### src/pkg/shr_pkg.sv
// Package for the serial channel sync/expedite/HDLC receive error block.
// Assumes a single 32-bit AHB-Lite slave on a 10 MHz system clock.
package shr_pkg;
   // Register byte offsets
   localparam logic [7:0]  SHR_SYNC_OFS   = 8'h00;
   localparam logic [7:0]  SHR_EXP_OFS    = 8'h04;
   localparam logic [7:0]  SHR_MODE_OFS   = 8'h08;
   localparam logic [7:0]  SHR_STAT_OFS   = 8'h0c;
   localparam logic [7:0]  SHR_ABCNT_OFS  = 8'h10;
   localparam logic [7:0]  SHR_RXDAT_OFS  = 8'h14;
   localparam logic [7:0]  SHR_TXDAT_OFS  = 8'h18;
   // Reset values
   localparam logic [15:0] SHR_SYNC_RST   = 16'h7e7e;
   localparam logic [15:0] SHR_EXP_RST    = 16'h0000;
   localparam logic [7:0]  SHR_MODE_RST   = 8'h00;
   // Field positions
   localparam int SHR_EXP_BIT     = 15;
   localparam int SHR_MODE_WIDE   = 0;   // Rx fifo width 32
   localparam int SHR_MODE_ASYNC  = 1;   // Async char mode
   localparam int SHR_MODE_SWAP   = 2;   // Byte order bit cleared: swap
   localparam int SHR_MODE_RXEN   = 3;
   localparam int SHR_MODE_TXEN   = 4;
   localparam int SHR_MODE_PSLOW  = 5;   // Slow poll (32 instead of 8)
   localparam int SHR_MODE_EVEN   = 6;   // Frame event enable
   localparam int SHR_MODE_NOMATCH = 7;  // Address mismatch seen
   // Status bits
   localparam int SHR_ST_LOST  = 0;
   localparam int SHR_ST_CARR  = 1;
   localparam int SHR_ST_KILL  = 2;
   localparam int SHR_ST_NOOCT = 3;
   localparam int SHR_ST_DONE  = 4;
   localparam int SHR_ST_READY = 5;
   localparam int SHR_ST_TXBSY = 6;
   // Timing counts, in serial clocks; overrun length and flag pattern
   localparam logic [5:0] SHR_POLL_FAST = 6'd8;
   localparam logic [5:0] SHR_POLL_SLOW = 6'd32;
   localparam logic [2:0] SHR_ABORT_ONES = 3'd7;
   localparam logic [15:0] SHR_OVR_LEN = 16'h0002;
   localparam logic [7:0] SHR_FLAG = 8'h7e;
endpackage

### src/logic/shr_top.sv
// Serial channel: sync pattern, expedite transmit, HDLC receive errors.
// Assumes AHB-Lite master on sys_clk_in; line clocks come from pins.
`timescale 1ns/10ps
module shr_top
   import shr_pkg::*;
(
   input  wire logic        sys_clk_in,
   input  wire logic        rst_n_in,
   input  wire logic        ce_in,
   // AHB-Lite slave
   input  wire logic        hsel_in,
   input  wire logic [31:0] haddr_in,
   input  wire logic [1:0]  htrans_in,
   input  wire logic        hwrite_in,
   input  wire logic [2:0]  hsize_in,
   input  wire logic        hready_in,
   input  wire logic [31:0] hwdata_in,
   output logic [31:0]      hrdata_out,
   output logic             hreadyout_out,
   output logic             hresp_out,
   // Serial line pins
   input  wire logic        tx_clk_in,
   input  wire logic        rx_clk_in,
   input  wire logic        rx_data_in,
   input  wire logic        carrier_in,
   output logic             tx_data_out,
   // Descriptor side
   input  wire logic        bd_ready_in,   // Next tx descriptor ready
   input  wire logic        addr_miss_in,  // Address recognition failed
   output logic             rx_frame_event_out
);
   typedef enum logic [1:0] {TX_IDLE, TX_SYNC, TX_DATA} shr_txs_t;
   typedef enum logic [1:0] {RX_HUNT, RX_FRAME} shr_rxs_t;
   typedef struct packed {
      logic        ap_vld;      // Pending data phase
      logic        ap_wr;
      logic [7:0]  ap_ofs;
      logic [31:0] rdata;
      logic [15:0] sync;        // Sync pattern register
      logic        exp;         // Expedite bit
      logic        exp_seen;    // Tx clock edge seen since set
      logic [7:0]  mode;
      logic [7:0]  rstat;       // Closed buffer status
      logic [15:0] abcnt;       // Abort counter
      logic [31:0] rword;       // Last buffer word
      logic [15:0] rlen;
      logic [7:0]  txbyte;
      shr_txs_t    txs;
      logic [5:0]  poll;
      logic [3:0]  tbit;
      logic        tline;
      shr_rxs_t    rxs;
      logic [1:0]  nbytes;      // Bytes in fifo word
      logic        fifo_full;   // Word not yet drained
      logic        rxev;
      logic        carr_prev;   // Carrier level one cycle ago
   } shr_st_t;
   shr_st_t st_ff;
   shr_st_t nxt_st;
   // Synchronised line signals
   logic tclk_rise;
   logic rclk_rise;
   logic rdat_lvl;
   logic carr_lvl;
   logic fl;
   logic ab;
   logic by;
   logic [7:0] rbyte;
   logic [2:0] nb;
   // Tx and rx clock edge finders; rx data and carrier synchronisers
   shr_edge u_tclk (
      .sys_clk_in (sys_clk_in),
      .rst_n_in   (rst_n_in),
      .ce_in      (ce_in),
      .pin_in     (tx_clk_in),
      .level_out  (),
      .rise_out   (tclk_rise)
   );
   shr_edge u_rclk (
      .sys_clk_in (sys_clk_in),
      .rst_n_in   (rst_n_in),
      .ce_in      (ce_in),
      .pin_in     (rx_clk_in),
      .level_out  (),
      .rise_out   (rclk_rise)
   );
   shr_edge u_rdat (
      .sys_clk_in (sys_clk_in),
      .rst_n_in   (rst_n_in),
      .ce_in      (ce_in),
      .pin_in     (rx_data_in),
      .level_out  (rdat_lvl),
      .rise_out   ()
   );
   shr_edge u_carr (
      .sys_clk_in (sys_clk_in),
      .rst_n_in   (rst_n_in),
      .ce_in      (ce_in),
      .pin_in     (carrier_in),
      .level_out  (carr_lvl),
      .rise_out   ()
   );
   // Bit level receiver
   shr_rx u_rx (
      .sys_clk_in (sys_clk_in),
      .rst_n_in   (rst_n_in),
      .ce_in      (ce_in),
      .bit_stb_in (rclk_rise),
      .bit_in     (rdat_lvl),
      .flag_out   (fl),
      .abort_out  (ab),
      .byte_out   (by),
      .data_out   (rbyte),
      .nbits_out  (nb)
   );
   // Next state
   always_comb begin
      logic [31:0] wd;
      logic [7:0]  lastb;
      wd     = '0;
      lastb  = '0;
      nxt_st = st_ff;
      nxt_st.rxev = 1'b0;
      nxt_st.carr_prev = carr_lvl;   // Carrier history, for loss detect
      // AHB address phase captured
      nxt_st.ap_vld = hsel_in & hready_in & htrans_in[1];
      nxt_st.ap_wr  = hwrite_in;
      nxt_st.ap_ofs = haddr_in[7:0];
      // Read data for the coming data phase
      unique case (haddr_in[7:0])
         SHR_SYNC_OFS:  nxt_st.rdata = {16'h0000, st_ff.sync};
         SHR_EXP_OFS:   nxt_st.rdata = {16'h0000, st_ff.exp, 15'h0000};
         SHR_MODE_OFS:  nxt_st.rdata = {24'h000000, st_ff.mode};
         SHR_STAT_OFS:  nxt_st.rdata = {16'h0000, st_ff.rlen[7:0], st_ff.rstat};
         SHR_ABCNT_OFS: nxt_st.rdata = {16'h0000, st_ff.abcnt};
         SHR_RXDAT_OFS: nxt_st.rdata = st_ff.rword;
         SHR_TXDAT_OFS: nxt_st.rdata = {24'h000000, st_ff.txbyte};
         default:       nxt_st.rdata = 32'h00000000;
      endcase
      // Reading the data word drains the fifo word
      if (st_ff.ap_vld && !st_ff.ap_wr && st_ff.ap_ofs == SHR_RXDAT_OFS) begin
         nxt_st.fifo_full = 1'b0;
      end
      // Write data phase
      if (st_ff.ap_vld && st_ff.ap_wr) begin
         unique case (st_ff.ap_ofs)
            SHR_SYNC_OFS: nxt_st.sync = hwdata_in[15:0];
            SHR_EXP_OFS: begin
               nxt_st.exp      = hwdata_in[SHR_EXP_BIT];
               nxt_st.exp_seen = 1'b0;
            end
            SHR_MODE_OFS:  nxt_st.mode   = hwdata_in[7:0];
            SHR_STAT_OFS:  nxt_st.rstat  = st_ff.rstat & ~hwdata_in[7:0];
            SHR_TXDAT_OFS: nxt_st.txbyte = hwdata_in[7:0];
            default: ;
         endcase
      end
      // Transmitter on tx clock edges
      if (tclk_rise && st_ff.mode[SHR_MODE_TXEN]) begin
         // Expedite bit cleared one serial clock later
         // A write landing in this cycle wins over the self-clear
         if (st_ff.exp && !(st_ff.ap_vld && st_ff.ap_wr && st_ff.ap_ofs == SHR_EXP_OFS)) begin
            nxt_st.exp_seen = 1'b1;
            if (st_ff.exp_seen) begin
               nxt_st.exp = 1'b0;
            end
         end
         unique case (st_ff.txs)
            TX_IDLE: begin
               nxt_st.tline = st_ff.mode[SHR_MODE_ASYNC] ? 1'b1 : st_ff.tline;
               nxt_st.poll  = st_ff.poll + 6'd1;
               // Periodic poll, or at once on expedite
               if (st_ff.exp || st_ff.poll >= (st_ff.mode[SHR_MODE_PSLOW] ?
                                             SHR_POLL_SLOW : SHR_POLL_FAST) - 6'd1) begin
                  nxt_st.poll = 6'd0;
                  if (bd_ready_in) begin
                     nxt_st.txs  = TX_SYNC;
                     nxt_st.tbit = 4'd0;
                  end
               end
            end
            TX_SYNC: begin
               // Sync pattern LSB first; in async mode low bits set stop fraction
               nxt_st.tline = st_ff.sync[st_ff.tbit];
               nxt_st.tbit  = st_ff.tbit + 4'd1;
               if (st_ff.tbit == (st_ff.mode[SHR_MODE_ASYNC] ? 4'd3 : 4'd15)) begin
                  nxt_st.txs  = TX_DATA;
                  nxt_st.tbit = 4'd0;
               end
            end
            TX_DATA: begin
               nxt_st.tline = st_ff.txbyte[st_ff.tbit[2:0]];
               nxt_st.tbit  = st_ff.tbit + 4'd1;
               if (st_ff.tbit == 4'd7) begin
                  nxt_st.tbit = 4'd0;
                  // Next ready descriptor follows with no poll
                  nxt_st.txs  = bd_ready_in ? TX_DATA : TX_IDLE;
               end
            end
            default: nxt_st.txs = TX_IDLE;
         endcase
      end
      // Receiver; carrier loss first, highest priority
      if (st_ff.mode[SHR_MODE_RXEN]) begin
         unique case (st_ff.rxs)
            RX_HUNT: begin
               if (fl) begin
                  nxt_st.rxs    = RX_FRAME;
                  nxt_st.rlen   = '0;
                  nxt_st.nbytes = 2'd0;
               end
               // Abort while hunting is silent
            end
            RX_FRAME: begin
               if (st_ff.carr_prev && !carr_lvl) begin
                  nxt_st.rstat[SHR_ST_CARR] = 1'b1;
                  nxt_st.rstat[SHR_ST_DONE] = 1'b1;
                  nxt_st.rxev = st_ff.mode[SHR_MODE_EVEN];
                  nxt_st.rxs  = RX_HUNT;
               end else if (ab) begin
                  nxt_st.rstat[SHR_ST_KILL] = 1'b1;
                  nxt_st.rstat[SHR_ST_DONE] = 1'b1;
                  nxt_st.abcnt = st_ff.abcnt + 16'd1;
                  nxt_st.rxev  = st_ff.mode[SHR_MODE_EVEN];
                  nxt_st.rxs   = RX_HUNT;
               end else if (by && st_ff.fifo_full && st_ff.nbytes == 2'd0) begin
                  // New byte over an undrained word: overwrite
                  nxt_st.rword[7:0] = rbyte;
                  nxt_st.rstat[SHR_ST_LOST] = 1'b1;
                  nxt_st.rstat[SHR_ST_DONE] = 1'b1;
                  // Mismatched address still reports length two
                  if (st_ff.mode[SHR_MODE_NOMATCH] || addr_miss_in) begin
                     nxt_st.rlen = SHR_OVR_LEN;
                  end
                  nxt_st.rxev = st_ff.mode[SHR_MODE_EVEN];
                  nxt_st.rxs  = RX_HUNT;
               end else if (by) begin
                  // Pack bytes; start handing over after 8 or 32 bits
                  nxt_st.rword = {st_ff.rword[23:0], rbyte};
                  nxt_st.rlen  = st_ff.rlen + 16'd1;
                  nxt_st.nbytes = st_ff.nbytes + 2'd1;
                  if (!st_ff.mode[SHR_MODE_WIDE] || st_ff.nbytes == 2'd3) begin
                     nxt_st.fifo_full = 1'b1;
                     nxt_st.nbytes    = 2'd0;
                  end
               end else if (fl && (st_ff.rlen != 16'd0 || nb != 3'd0)) begin
                  // Flags with nothing between them only fill the line
                  nxt_st.rstat[SHR_ST_DONE] = 1'b1;
                  nxt_st.rxev = st_ff.mode[SHR_MODE_EVEN];
                  if (nb != 3'd0) begin
                     // Valid bits high, one marker, zeros below
                     lastb = (rbyte & (8'hff << (4'd8 - {1'b0, nb}))) | (8'h80 >> nb);
                     wd    = {st_ff.rword[23:0], lastb};
                     if (!st_ff.mode[SHR_MODE_SWAP]) begin
                        wd = {lastb, st_ff.rword[31:8]};   // Last byte
                     end
                     nxt_st.rword = wd;
                     nxt_st.rstat[SHR_ST_NOOCT] = 1'b1;
                  end
                  // Closing flag may open the next frame back to back
                  nxt_st.rxs  = RX_FRAME;
                  nxt_st.rlen = '0;
                  nxt_st.nbytes = 2'd0;
               end
            end
            default: nxt_st.rxs = RX_HUNT;
         endcase
      end
      nxt_st.rstat[SHR_ST_READY] = bd_ready_in;
      nxt_st.rstat[SHR_ST_TXBSY] = (st_ff.txs != TX_IDLE);
   end
   // State register, frozen by clock enable
   always_ff @(posedge sys_clk_in) begin
      if (!rst_n_in) begin
         st_ff       <= '0;
         st_ff.sync  <= SHR_SYNC_RST;
         st_ff.exp   <= SHR_EXP_RST[SHR_EXP_BIT];
         st_ff.mode  <= SHR_MODE_RST;
         st_ff.tline <= 1'b1;
         st_ff.txs   <= TX_IDLE;
         st_ff.rxs   <= RX_HUNT;
      end else if (ce_in) begin
         st_ff <= nxt_st;
      end
   end
   // Zero-wait slave, always OKAY
   assign hrdata_out         = st_ff.rdata;
   assign hreadyout_out      = 1'b1;
   assign hresp_out          = 1'b0;
   assign tx_data_out        = st_ff.tline;
   assign rx_frame_event_out = st_ff.rxev;
endmodule // shr_top

### src/logic/shr_edge.sv
// Two-flop synchroniser with rising edge detect for a pin input.
// Assumes pin changes slowly relative to sys_clk_in.
`timescale 1ns/10ps
module shr_edge
   import shr_pkg::*;
(
   input  wire logic sys_clk_in,
   input  wire logic rst_n_in,
   input  wire logic ce_in,
   input  wire logic pin_in,
   output logic      level_out,
   output logic      rise_out
);
   typedef struct packed {
      logic s1;   // First stage, read only by s2
      logic s2;
      logic s3;   // Previous level for edge detect
   } shr_edge_t;
   shr_edge_t st_ff;
   shr_edge_t nxt_st;
   // Shift chain
   always_comb begin
      nxt_st    = st_ff;
      nxt_st.s1 = pin_in;
      nxt_st.s2 = st_ff.s1;
      nxt_st.s3 = st_ff.s2;
   end
   // Register, frozen by clock enable
   always_ff @(posedge sys_clk_in) begin
      if (!rst_n_in) begin
         st_ff <= '0;
      end else if (ce_in) begin
         st_ff <= nxt_st;
      end
   end
   assign level_out = st_ff.s2;
   assign rise_out  = st_ff.s2 & ~st_ff.s3;
endmodule // shr_edge

### src/logic/shr_rx.sv
// HDLC bit receiver: flag, zero deletion, abort and octet assembly.
// Assumes bit strobes already synchronised to sys_clk_in.
`timescale 1ns/10ps
module shr_rx
   import shr_pkg::*;
(
   input  wire logic       sys_clk_in,
   input  wire logic       rst_n_in,
   input  wire logic       ce_in,
   input  wire logic       bit_stb_in,   // One per received bit
   input  wire logic       bit_in,
   output logic            flag_out,     // Flag seen, pulse
   output logic            abort_out,    // Seven ones, pulse
   output logic            byte_out,     // Octet complete, pulse
   output logic [7:0]      data_out,
   output logic [2:0]      nbits_out     // Bits held since last octet
);
   typedef struct packed {
      logic [2:0] ones;   // Run of ones
      logic [6:0] pend;   // Held back bits, newest high
      logic [2:0] pv;     // Held back bit count
      logic [7:0] dat;    // Destuffed assembly
      logic [2:0] cnt;
      logic       flag;
      logic       abort;
      logic       byt;
      logic       abdone; // Abort already reported in this run
   } shr_rx_t;
   shr_rx_t st_ff;
   shr_rx_t nxt_st;
   // Bit processing
   always_comb begin
      nxt_st       = st_ff;
      nxt_st.flag  = 1'b0;
      nxt_st.abort = 1'b0;
      nxt_st.byt   = 1'b0;
      if (bit_stb_in) begin
         if (bit_in) begin
            nxt_st.ones = (st_ff.ones == SHR_ABORT_ONES) ? st_ff.ones : st_ff.ones + 3'd1;
            if (st_ff.ones == 3'd6 && !st_ff.abdone) begin
               nxt_st.abort  = 1'b1;
               nxt_st.abdone = 1'b1;
            end
         end else begin
            nxt_st.ones   = 3'd0;
            nxt_st.abdone = 1'b0;
         end
         if (!bit_in && st_ff.ones == 3'd6) begin
            nxt_st.flag = 1'b1;        // Closing or opening flag
            nxt_st.pv   = 3'd0;        // Held bits were the flag; count kept for this pulse
         end else if (!bit_in && st_ff.ones == 3'd5) begin
            // Stuffed zero dropped
         end else begin
            // Data LSB first; seven bits held back, they may become a flag
            nxt_st.pend = {bit_in, st_ff.pend[6:1]};
            if (st_ff.pv != 3'd7) begin
               nxt_st.pv  = st_ff.pv + 3'd1;
               nxt_st.cnt = 3'd0;      // Count restarts behind a flag
            end else begin
               nxt_st.dat = {st_ff.pend[0], st_ff.dat[7:1]};
               nxt_st.cnt = st_ff.cnt + 3'd1;
               nxt_st.byt = (st_ff.cnt == 3'd7);
            end
         end
      end
   end
   // State register
   always_ff @(posedge sys_clk_in) begin
      if (!rst_n_in) begin
         st_ff <= '0;
      end else if (ce_in) begin
         st_ff <= nxt_st;
      end
   end
   assign flag_out  = st_ff.flag;
   assign abort_out = st_ff.abort;
   assign byte_out  = st_ff.byt;
   assign data_out  = st_ff.dat;
   assign nbits_out = st_ff.cnt;
endmodule // shr_rx

### config.mk
export PLATFORM = sky130hd
export DESIGN_NAME = shr_top
export DESIGN_NICKNAME = d
export VERILOG_FILES = /design/src/pkg/shr_pkg.sv /design/src/logic/shr_top.sv /design/src/logic/shr_edge.sv /design/src/logic/shr_rx.sv
export SDC_FILE = /design/constraint.sdc
export NUM_CORES = 1
export LEC_CHECK = 0
export BUFFER_PORTS_ARGS = -buffer_cell sky130_fd_sc_hd__buf_2
export CORE_ASPECT_RATIO = 1.1
export CORE_MARGIN = 1
export CORE_UTILIZATION = 63
export DETAILED_ROUTE_END_ITERATION = 8
export GPL_TIMING_DRIVEN = 0
export PLACE_DENSITY = 0.85
export RECOVER_POWER = 25
export SLEW_MARGIN = 20
export SYNTH_ARGS = -nofsm -noshare
export SYNTH_HDL_FRONTEND = slang
export SYNTH_SLANG_ARGS = --single-unit
### constraint.sdc
create_clock -name sys_clk_in -period 4.6 [get_ports sys_clk_in]
set_input_delay 0.92 -clock sys_clk_in [delete_from_list [all_inputs] [get_ports sys_clk_in]]
set_output_delay 0.92 -clock sys_clk_in [all_outputs]
set_load 0.01 [all_outputs]
After elaboration in Yosys (flattened, before gate mapping)
Index checks and enable logic that the tools add are counted.
{"block": "totals", "reg_bits": 206, "inputBits": 81, "output_inout_bits": 36, "elab_cells": 260}
{"block": "op_classes", "addsub": 10, "n_lt_le_gt_ge": 3, "n_eq_ne": 39, "shift": 2, "muxes": 90, "bitwise": 16, "n_reduce_logical": 57}
{"operator": "$pmux 32 s7", "count": 1}
{"operator": "$mux 48", "count": 3}
{"operator": "$mux 69", "count": 1}
{"operator": "$mux 65", "count": 1}
{"operator": "$mux 32", "count": 2}
{"operator": "$mux 53", "count": 1}
{"operator": "$mux 16", "count": 3}
{"operator": "$mux 24", "count": 2}
{"operator": "$eq 8x5->1 const B", "count": 5}
{"operator": "$mux 2", "count": 17}
{"operator": "$add 16x1->16 const B", "count": 2}
{"operator": "$eq 8x4->1 const B", "count": 4}
{"operator": "$pmux 16 s2", "count": 1}
{"operator": "$mux 1", "count": 29}
{"operator": "$mux 4", "count": 7}
{"operator": "$mux 3", "count": 9}
{"operator": "$mux 8", "count": 3}
{"operator": "$reduce_and 8->1", "count": 3}
{"operator": "$reduce_and 3->1", "count": 7}
{"operator": "$reduce_and 5->1", "count": 4}
{"operator": "$mux 18", "count": 1}
{"operator": "$ne 2x2->1 const B", "count": 9}
{"operator": "$and 8x8->8", "count": 2}
{"operator": "$eq 8x3->1 const B", "count": 2}
{"operator": "other kinds (44)", "count": 98}

Longest topological paths before layout
Gate-level depths: netlist (run 1).
{"block": "logic_depth", "depth_word": 13, "depth_mapped": 10, "mapped_depth_nobuf": 9}

Cells and area by module
From an unflattened synthesis (run 1), not the netlist that was laid out.
{"block": "hier_totals", "hier_cells": 1191, "area_unflattened_um2": 10562.6}
{"mod": "shr_top", "n_inst": 1, "cells_each": 1010, "area_each_um2": 8773.4, "seq_area_each_um2": 3343.2}
{"mod": "shr_rx", "n_inst": 1, "cells_each": 141, "area_each_um2": 1328.8, "seq_area_each_um2": 560.5}
{"mod": "shr_edge", "n_inst": 4, "cells_each": 10, "area_each_um2": 115.1, "seq_area_each_um2": 60.1}

Least setup slack after synthesis (run 1)
Ideal clock, no wire load.
{"block": "synth_path", "path_kind": "register to register", "from": "reg u_rx.st_ff, in the netlist u_rx.nbits_out[0]", "to": "reg st_ff[54] in the netlist's numbering", "setup_time_ps": 133, "t_arrival_ps": 2159, "required_time_ps": 4467, "path_slack_ps": 2308, "path_stages_with_launch": 10, "path_buffers": 2, "synth_period_minus_slack_ps": 2292, "path_cell_list": "dfxtp_1 inv_1 ha_1 ha_1 nand2b_1 a2111oi_4 and2_1 buf_4 buf_2 a311oi_1"}
{"block": "synth_via", "elab_chain_cells": 5, "elab_cells_between_ends": 6, "classes_between": "6 x reduce/logical"}
{"element": "start: declaration", "line_no": "shr_rx.sv:29", "source": "shr_rx_t st_ff;"}
{"element": "start signal: assignment", "line_no": "shr_rx.sv:72", "source": "st_ff <= nxt_st;"}
{"element": "$reduce_bool 3->1 (*)", "line_no": "shr_top.sv:246, shr_top.sv:250"}
{"element": "$logic_or 1x1->1", "line_no": "shr_top.sv:246", "source": "end else if (fl && (st_ff.rlen != 16'd0 || nb != 3'd0)) begin"}
{"element": "$logic_and 1x1->1", "line_no": "shr_top.sv:246"}
{"element": "$reduce_bool 2->1 (no line)"}
{"element": "$reduce_and 8->1 (no line) (*)"}
{"element": "end signal: assignment", "line_no": "shr_top.sv:283", "source": "st_ff <= nxt_st;"}
{"element": "end: declaration", "line_no": "shr_top.sv:58", "source": "shr_st_t st_ff;"}
Every way passes the cells marked *; elsewhere a longest branch is shown, timed or not.
A chain may end at the register's enable or synchronous reset.

Worst setup path in the final report (run 1)
{"block": "layout_path", "from": "reg u_rx.st_ff, in the netlist u_rx.nbits_out[0]", "to": "reg st_ff[71] in the netlist's numbering"}
{"block": "layout_via", "elab_chain_cells": 8, "elab_cells_between_ends": 15, "classes_between": "1 x add/sub; 2 x shift; 4 x mux; 2 x bitwise; 6 x reduce/logical"}
{"element": "$sub 4x3->4", "line_no": "shr_top.sv:252", "source": "lastb = (rbyte & (8'hff << (4'd8 - {1'b0, nb}))) | (8'h80 >> nb);"}
{"element": "$shl 8x4->8", "line_no": "shr_top.sv:252"}
{"element": "$and 8x8->8", "line_no": "shr_top.sv:252"}
{"element": "$or 8x8->8", "line_no": "shr_top.sv:252"}
{"element": "$mux 32", "line_no": "shr_top.sv:254", "source": "if (!st_ff.mode[SHR_MODE_SWAP]) begin"}
{"element": "$mux 32", "line_no": "shr_top.sv:250", "source": "if (nb != 3'd0) begin"}
{"element": "$mux 48", "line_no": "shr_top.sv:246"}
{"element": "$mux 48", "line_no": "shr_top.sv:237", "source": "end else if (by) begin"}
Parallel ways exist; a longest one is shown, timed or not. The select of a mux whose other input is x is not followed.

==> summary.txt, run 1 <==
Outcome
  – Status: completed

Synthesis
  – Compound-cell area share of the yosys netlist: roughly 19%
  – Post-synthesis mux area share: 6.541%
  – Yosys warning total: 0
  – Synth Area in Simple Gates: 21.13%
  – Synth Area in Adders: between 3 and 4%
  – Post-synthesis sequential area ratio: between 40% and 50%
  – Mapped Area: roughly 0.010 mm2
  – Xor/xnor share of the synthesized area: between 1.5 and 2%
  – Yosys reg bits: 205
  – Count of flip-flops with a built-in enable after synthesis: 0
  – Yosys cell types: 71
  – Net Count, Synth: around 1.3k
  – Syn Inst Count: between 1k and 1.5k
  – Ys flop type: dfxtp_1
  – Synth Area per Inst: roughly 8.5 um2
  – Main combinational cell family by area after synthesis: simple AND/OR/NAND/NOR gates
  – Async set or reset register ratio after synthesis: 0%

Finish
  – Nets: ~1.4k
  – Final instance area: approximately 0.011 mm2
  – Layout cell share with drive strength beyond 1: about 11%
  – Area grow syn2layout: 13.38%
  – Filler Cell Count: roughly 1.2k

Power and ir drop
  – Power Dens Cells: around 340 mW/mm2
  – Pwr Total: ~3.9 mW
  – Peak supply drop: ~0.27 mV
  – Leak pwr: roughly 4.2 nW

Place
  – Place WS: approximately 1400 ps
  – Buffers on Ports: around 70
  – Placement Cell Area: between 0.01 and 0.015 mm2
  – Hpwl dp: about 21 mm
  – Final RePlAce weighted congestion: approximately 0.97

Clocking
  – Num CTS Buffers: 21
  – Post-CTS setup buffer count: 0
  – Worst-skew pair later-pin latency: roughly 500 ps
  – CTS H-tree depth: 1
  – CTS tree: done
  – Count of clock tree sinks: between 200 and 250
  – Post-CTS sizing: 0
  – Max Buffers Root-to-Sink: 3
  – Clock Pin Slew Worst Setup and Hold Paths: approximately 60 ps
  – # hold bufs at CTS: 0
  – Clock Tree Root: clkbuf_16

STA
  – Fin crit period: 2925 ps
  – Final setup fails: 0
  – Final Hold Fails: 0
  – RSZ-0062 raised after global routing: no
  – Clock Skew: 10.61 ps
  – Slew headroom: 36.23%
  – Tcrit/Tclk final: around 64%
  – Total Negative Setup Slacks: 0 ps
  – Max-slew violations: 0
  – Worst slew pin tran: around 960 ps
  – Fin worst setup slack: 1675 ps
  – Fmax: 341.9 MHz

Critical path
  – Crit path kind: flip-flop to flip-flop
  – Worst setup SP type: flip-flop
  – CP Data Required Time: 5040 ps
  – Arrival @ worst endpoint: around 3400 ps
  – Crit Path Max Fanout: 10
  – CP Capture Type: flip-flop

Routing
  – Drc violations: 0
  – ANT nets after route: 0
  – WL per Instance: slightly below 20 um
  – Vias per Instance: between 6 and 7
  – Vias: ~9.5k
  – Initial DRC count: 979
  – Final WL: about 30 mm
  – Pre-antenna DRT Iters: 6

Flow run
  – Max-Cap Viols: 0

GRT
  – Global Route Usage Sum: between 30% and 40%
  – Largest net degree at the start of global routing: 15
  – First-pass GRT wire length: 46.80 mm
  – Total grt overflow: 0
  – Initial antenna violation count: 0
  – Vias in the first global route: about 9.2k

Floorplan
  – Core area: approximately 0.016 mm2
  – Full die area: between 0.015 and 0.02 mm2
  – Cell Rows: 48
  – Initial core utilization: approximately 64%
  – Chip Height: roughly 130 um
  – DIE WIDTH: ~120 um
  – I/O pin total: 117

Worst hold path
  – HP Class: flip-flop to flip-flop
-- final timing paths --
kind | startpoint | to | cells after the start | slack [ps]
worst max-delay path | u_rx.nbits_out[0] | st_ff[71] | 10 | 1680
worst min-delay path | u_rx.st_ff[19] | u_rx.st_ff[18] | 2 | 450
worst min register to register | u_rx.st_ff[19] | u_rx.st_ff[18] | 2 | 450
worst max register to register | u_rx.nbits_out[0] | st_ff[71] | 10 | 1680
-- where the power goes --
group	switching (mW)	total (mW)	internal [mW]
sequential	0.00931	1.79	1.78
clock	0.718	1.96	1.24
combinational	0.0927	0.128	0.0353
-- synth_stat cells, drive strengths merged, types with 7 or more instances --
cell type | instances | area (um2)
a311oi | 24 | 210.2
a22o | 17 | 148.9
nand4 | 15 | 93.84
nand2 | 166 | 623.1
inv | 24 | 90.09
xnor2 | 13 | 113.9
a22oi | 40 | 300.3
nor2 | 111 | 419.2
o21ai | 58 | 290.3
nor3 | 27 | 140.1
mux2i | 52 | 520.5
or3 | 7 | 43.79
buf | 58 | 387.9
a32oi | 7 | 61.31
nor4 | 8 | 65.06
o2111ai | 11 | 96.34
a211oi | 9 | 67.56
a31oi | 20 | 125.1
dfxtp | 205 | 4104
clkbuf | 56 | 210.2
a21oi | 76 | 380.4
nor2b | 10 | 65.06
ha | 29 | 362.9
nand3 | 55 | 280.3
-- cell usage in the layout (no fill, tap or decap), drive strengths merged, types with 7 or more instances in the layout --
master / count
a211oi: 9
a21oi: 76
a22o: 17
a22oi: 40
a311oi: 24
a31oi: 20
a32oi: 7
buf: 88
clkbuf: 121
dfxtp: 205
ha: 29
inv: 25
mux2i: 52
nand2: 166
nand3: 55
nand4: 15
nor2: 111
nor2b: 10
nor3: 27
nor4: 8
o2111ai: 11
o21ai: 58
or3: 7
xnor2: 13
-- stage by stage --
stage / hold WS, ps / instances / utilization [%]
global placement: 418.1 / 1454 / 67.97
finish: 451.5 / 1493 / 72.78
detailed placement: 437.3 / 1454 / 67.97
global route: 471.4 / 1491 / 72.75
CTS: 446.2 / 1491 / 73.08
floorplan: 411.7 / 1186 / -
-- cells by family (layout without fill, tap and decap cells) --
logic type / count (synthesis) / count (layout)
and+or+nand+nor: 447 / 447
adders and majority gates: 29 / 29
DFF: 205 / 205
other: 2 / 4
xor gates and xnor gates: 18 / 18
muxes: 58 / 58
AOI/OAI and AO/OA: 288 / 288
buffers and inverters: 139 / 244
-- critical path, stage by stage (launching register included) --
cell	delay (ps)
dfxtp_1	450
inv_1	110
ha_1	250
ha_1	310
nand2b_1	230
a2111oi_4	590
and2_1	290
buf_4	200
buf_4	190
o2111ai_1	130
o21ai_1	120
-- final cells by class --
cell class | count | area (um2) | share of cell area, %
Antenna cell | 2 | 5.005 | 0.04404
Buffer | 114 | 595.6 | 5.241
Clock buffer | 27 | 588.1 | 5.175
Clock inverter | 10 | 209.0 | 1.839
Inverter | 25 | 93.84 | 0.8257
Multi-Input combinational cell | 842 | 5221 | 45.94
Sequential cell | 205 | 4104 | 36.11
Tap cell | 200 | 250.2 | 2.202
Timing Repair Buffer | 68 | 297.8 | 2.620
-- metal layers --
layer  wire, um  vias up  GRT usage [%]
li1           -     4423              -
met1      11200     4422          42.23
met2      13970      527          60.52
met3       2734      115          8.036
met4       1499        0          21.54
met5          0        -              0
-- flip-flops by register name, summed over array words and instances (netlist names), 3 cells and up --
name            cells
st_ff             133
hrdata_out         32
u_rx.st_ff         14
u_rx.data_out       8
u_rx.nbits_out      3
Note: power is estimated with default switching activity, not from simulation.
==> inputs of run 2 (changes only) <==
--- a/config.mk
+++ b/config.mk
@@ -5,13 +5,14 @@
 export SDC_FILE = /design/constraint.sdc
 export NUM_CORES = 1
 export LEC_CHECK = 0
+export ABC_AREA = 1
 export BUFFER_PORTS_ARGS = -buffer_cell sky130_fd_sc_hd__buf_2
 export CORE_ASPECT_RATIO = 1.1
 export CORE_MARGIN = 1
-export CORE_UTILIZATION = 63
+export CORE_UTILIZATION = 59
 export DETAILED_ROUTE_END_ITERATION = 8
 export GPL_TIMING_DRIVEN = 0
-export PLACE_DENSITY = 0.85
+export PLACE_DENSITY = 0.8
 export RECOVER_POWER = 25
 export SLEW_MARGIN = 20
 export SYNTH_ARGS = -nofsm -noshare
==> constraint.sdc (replaced) <==
create_clock -name sys_clk_in -period 2.8 [get_ports sys_clk_in]
set_input_delay 0.56 -clock sys_clk_in [delete_from_list [all_inputs] [get_ports sys_clk_in]]
set_output_delay 0.56 -clock sys_clk_in [all_outputs]
set_load 0.01 [all_outputs]
==> summary.txt, run 2 <==
Clocking
  – # hold bufs at CTS: 0 (unchanged)
  – CTS H-tree depth: 1 (unchanged)
  – Clock Pin Slew Worst Setup and Hold Paths: 60 ps (about the same)
  – Count of clock tree sinks: 205 (unchanged)
  – Post-CTS sizing: 0 (unchanged)
  – Num CTS Buffers: 22 (was 21)
  – CTS tree: done (unchanged)
  – Clock Tree Root: clkbuf_16 (unchanged)
  – Max Buffers Root-to-Sink: 3 (unchanged)
  – Post-CTS setup buffer count: 0 (unchanged)
  – Worst-skew pair later-pin latency: 520 ps (was 510 ps)

Critical path
  – Cells on worst reg2reg path: 15 (was 10)
  – R2R Setup Slk: 370 ps (was 1680 ps)
  – Crit Path Max Fanout: 9 (was 10)
  – CP Data Required Time: 3250 ps (was 5040 ps)
  – Reg-to-Reg End: st_ff[43] (was st_ff[71])
  – Arrival @ worst endpoint: 2870 ps (was 3360 ps)
  – Crit path kind: flip-flop to flip-flop (unchanged)
  – RR Startpoint: u_rx.nbits_out[0] (unchanged)
  – Worst setup SP type: flip-flop (unchanged)
  – CP Capture Type: flip-flop (unchanged)

Synthesis
  – Yosys warning total: 0 (unchanged)
  – Ys flop type: dfxtp_1 (unchanged)
  – Most common cell in the netlist: nand2_1 (was dfxtp_1)
  – Net Count, Synth: 1575 (was 1296)
  – Post-synthesis sequential area ratio: 39.89% (was 40.94%)
  – Most common library cells after synthesis: nand2_1, dfxtp_1, inv_1, a21oi_1, o21ai_0 (was dfxtp_1, nand2_1, nor2_1, a21oi_1, clkbuf_1)
  – Yosys cell types: 49 (was 71)
  – Count of flip-flops with a built-in enable after synthesis: 0 (unchanged)
  – Yosys reg bits: 205 (unchanged)
  – Yosys top cell by area: dfxtp_1 (unchanged)
  – Top-area cell type share of the netlist area: 39.89% (was 40.94%)
  – Top cells by area, synth: dfxtp_1, nand2_1, a21oi_1 (was dfxtp_1, nand2_1, mux2i_1)
  – Syn Inst Count: 1465 (was 1186)
  – Synth Area per Inst: 7.022 um2 (was 8.451 um2)
  – Mapped Area: 0.01029 mm2 (was 0.01002 mm2)
  – Async set or reset register ratio after synthesis: 0% (unchanged)

GRT
  – Initial antenna violation count: 0 (unchanged)
  – Vias in the first global route: 9412 (was 9222)
  – Global Route Usage Sum: 33.46% (was 36.28%)
  – Largest net degree at the start of global routing: 15 (unchanged)
  – Total grt overflow: 0 (unchanged)
  – First-pass GRT wire length: 47.62 mm (was 46.80 mm)

Place
  – Placed cells: 1768 (was 1454)
  – Hpwl dp: 21.95 mm (was 21.21 mm)
  – Place WS: 404.2 ps (was 1357 ps)
  – Final RePlAce weighted congestion: 0.9528 (was 0.9653)
  – Buffers on Ports: 69 (was 68)

Finish
  – Filler Cell Count: 1527 (was 1190)
  – Nets: 1668 (was 1387)
  – Register area: 0.004104 mm2 (unchanged)
  – Layout cell share with drive strength beyond 1: 10.43% (was 11.08%)
  – Multi-input gate area: 0.004928 mm2 (was 0.005221 mm2)
  – Commonest cells after routing, fill and taps aside: nand2_1, dfxtp_1, inv_1, a21oi_1, o21ai_0 (was dfxtp_1, nand2_1, nor2_1, clkbuf_1, a21oi_1)
  – Non-filler instance count after layout: 1807 (was 1493)
  – Max reg flops: 133 (unchanged)
  – Area grow syn2layout: 12.76% (was 13.38%)
  – Most flop-heavy register: st_ff (unchanged)
  – # diodes: 0 (was 2)
  – Most common cell after layout, fill and taps aside: nand2_1 (was dfxtp_1)

Floorplan
  – Cell Rows: 50 (was 48)
  – Core area: 0.01702 mm2 (was 0.01562 mm2)
  – Initial core utilization: 60.46% (was 64.19%)
  – Chip Height: 140.5 um (was 134.3 um)
  – I/O pin total: 117 (unchanged)
  – Full die area: 0.01797 mm2 (was 0.01642 mm2)
  – DIE WIDTH: 127.9 um (was 122.3 um)

Worst hold path
  – HP Class: primary input to flip-flop (was flip-flop to flip-flop)
  – Min-delay src: rx_clk_in (was u_rx.st_ff[19])
  – Hold depth: 3 (was 2)
  – Worst hold endpoint: u_rclk.nxt_st[1] (was u_rx.st_ff[18])

Routing
  – Initial DRC count: 1038 (was 979)
  – Wl on met1: 12.40 mm (was 11.20 mm)
  – Met2 wire length: 13.36 mm (was 13.97 mm)
  – Final WL: 29.66 mm (was 29.41 mm)
  – Drc violations: 0 (unchanged)
  – DR top layer: met4 (unchanged)
  – DR WL met3: 2.568 mm (was 2.734 mm)
  – Vias: 10.23k (was 9487)
  – Pre-antenna DRT Iters: 6 (unchanged)
  – ANT nets after route: 0 (unchanged)
  – Vias per Instance: 5.661 (was 6.354)
  – WL per Instance: 16.41 um (was 19.70 um)

STA
  – RSZ-0062 raised after global routing: no (unchanged)
  – Fin crit period: 2426 ps (was 2925 ps)
  – Slew headroom: 48.73% (was 36.23%)
  – Max-slew violations: 0 (unchanged)
  – Fmax: 412.2 MHz (was 341.9 MHz)
  – Total Negative Setup Slacks: 0 ps (unchanged)
  – Clock Skew: 16.08 ps (was 10.61 ps)
  – Final setup fails: 0 (unchanged)
  – Fin worst setup slack: 373.8 ps (was 1675 ps)
  – Final Hold Fails: 0 (unchanged)
  – Tcrit/Tclk final: 86.65% (was 63.58%)
  – Worst slew pin tran: 769.0 ps (was 956.5 ps)

Power and ir drop
  – Peak supply drop: 0.5073 mV (was 0.2735 mV)
  – Leak pwr: 4.626 nW (was 4.187 nW)
  – Power Dens Cells: 550.1 mW/mm2 (was 341.5 mW/mm2)
  – Pwr Total: 6.382 mW (was 3.881 mW)

Outcome
  – Status: completed (unchanged)

Flow run
  – Max-Cap Viols: 0 (unchanged)
run 2: per-layer routing:
metal / global-route usage, % / vias to the layer above
li1: - / 4978
met1: 44.24 / 4724
met2: 53.66 / 433
met3: 5.080 / 95
met4: 15.48 / 0
met5: 0 / -
run 2: worst max path at each step:
stage                            from             end  slack (ps)  depth (start not counted)
finish              u_rx.nbits_out[0]       st_ff[43]         370                         15
CTS                 u_rx.nbits_out[0]       st_ff[43]         380                         15
floorplan           u_rx.nbits_out[0]       st_ff[40]         920                         16
detailed placement  u_rx.nbits_out[0]       st_ff[43]         400                         15
global placement          haddr_in[1]  hrdata_out[14]         410                          9
global route        u_rx.nbits_out[0]       st_ff[43]         190                         15
run 2: final cells by class:
cell class | count | share of cell area, %
Inverter | 173 | 5.630
Tap cell | 234 | 2.524
Sequential cell | 205 | 35.38
Multi-Input combinational cell | 990 | 42.49
Clock inverter | 13 | 1.564
Clock buffer | 26 | 5.048
Buffer | 97 | 4.714
Timing Repair Buffer | 69 | 2.653
run 2: cell families (layout without fill, tap and decap cells):
logic type	count (synthesis)	in the layout	synth area share (%)
and+or+nand+nor	577	577	24.81
AOI/OAI and AO/OA	375	375	19.42
buffers and inverters	270	378	11.68
other	2	2	0.07300
xor gates and xnor gates	7	7	0.5960
adders and majority gates	29	29	3.527
DFF	205	205	39.89
run 2: stage by stage:
step           hold slack, ps  cell area [um2]  util, %
2_1_floorplan           428.9            10290        -
3_3_place_gp            438.8            10930    64.21
3_5_place_dp            444.8            10930    64.21
4_1_cts                 256.4            11690    68.71
5_1_grt                 270.6            11600    68.17
6_report                265.7            11600    68.17
run 2: critical path, stage by stage (launching register included):
cell	delay [ps]
dfxtp_1	340
inv_1	140
ha_1	230
ha_1	340
nand2_1	90
inv_1	60
nand2_1	40
nor2_1	80
nand2_1	100
nand2_1	90
nand2_1	170
nand3_1	130
nand2_2	170
inv_2	180
o21ai_0	110
nor2_1	90
run 2: report_power, final:
group / switching [mW] / internal (mW) / total, mW / leakage (nW)
Combinational: 0.213 / 0.0918 / 0.304 / 2.59
Sequential: 0.0226 / 2.95 / 2.98 / 1.66
Clock: 1.23 / 1.87 / 3.10 / 0.375
Total: 1.47 / 4.91 / 6.38 / 4.63
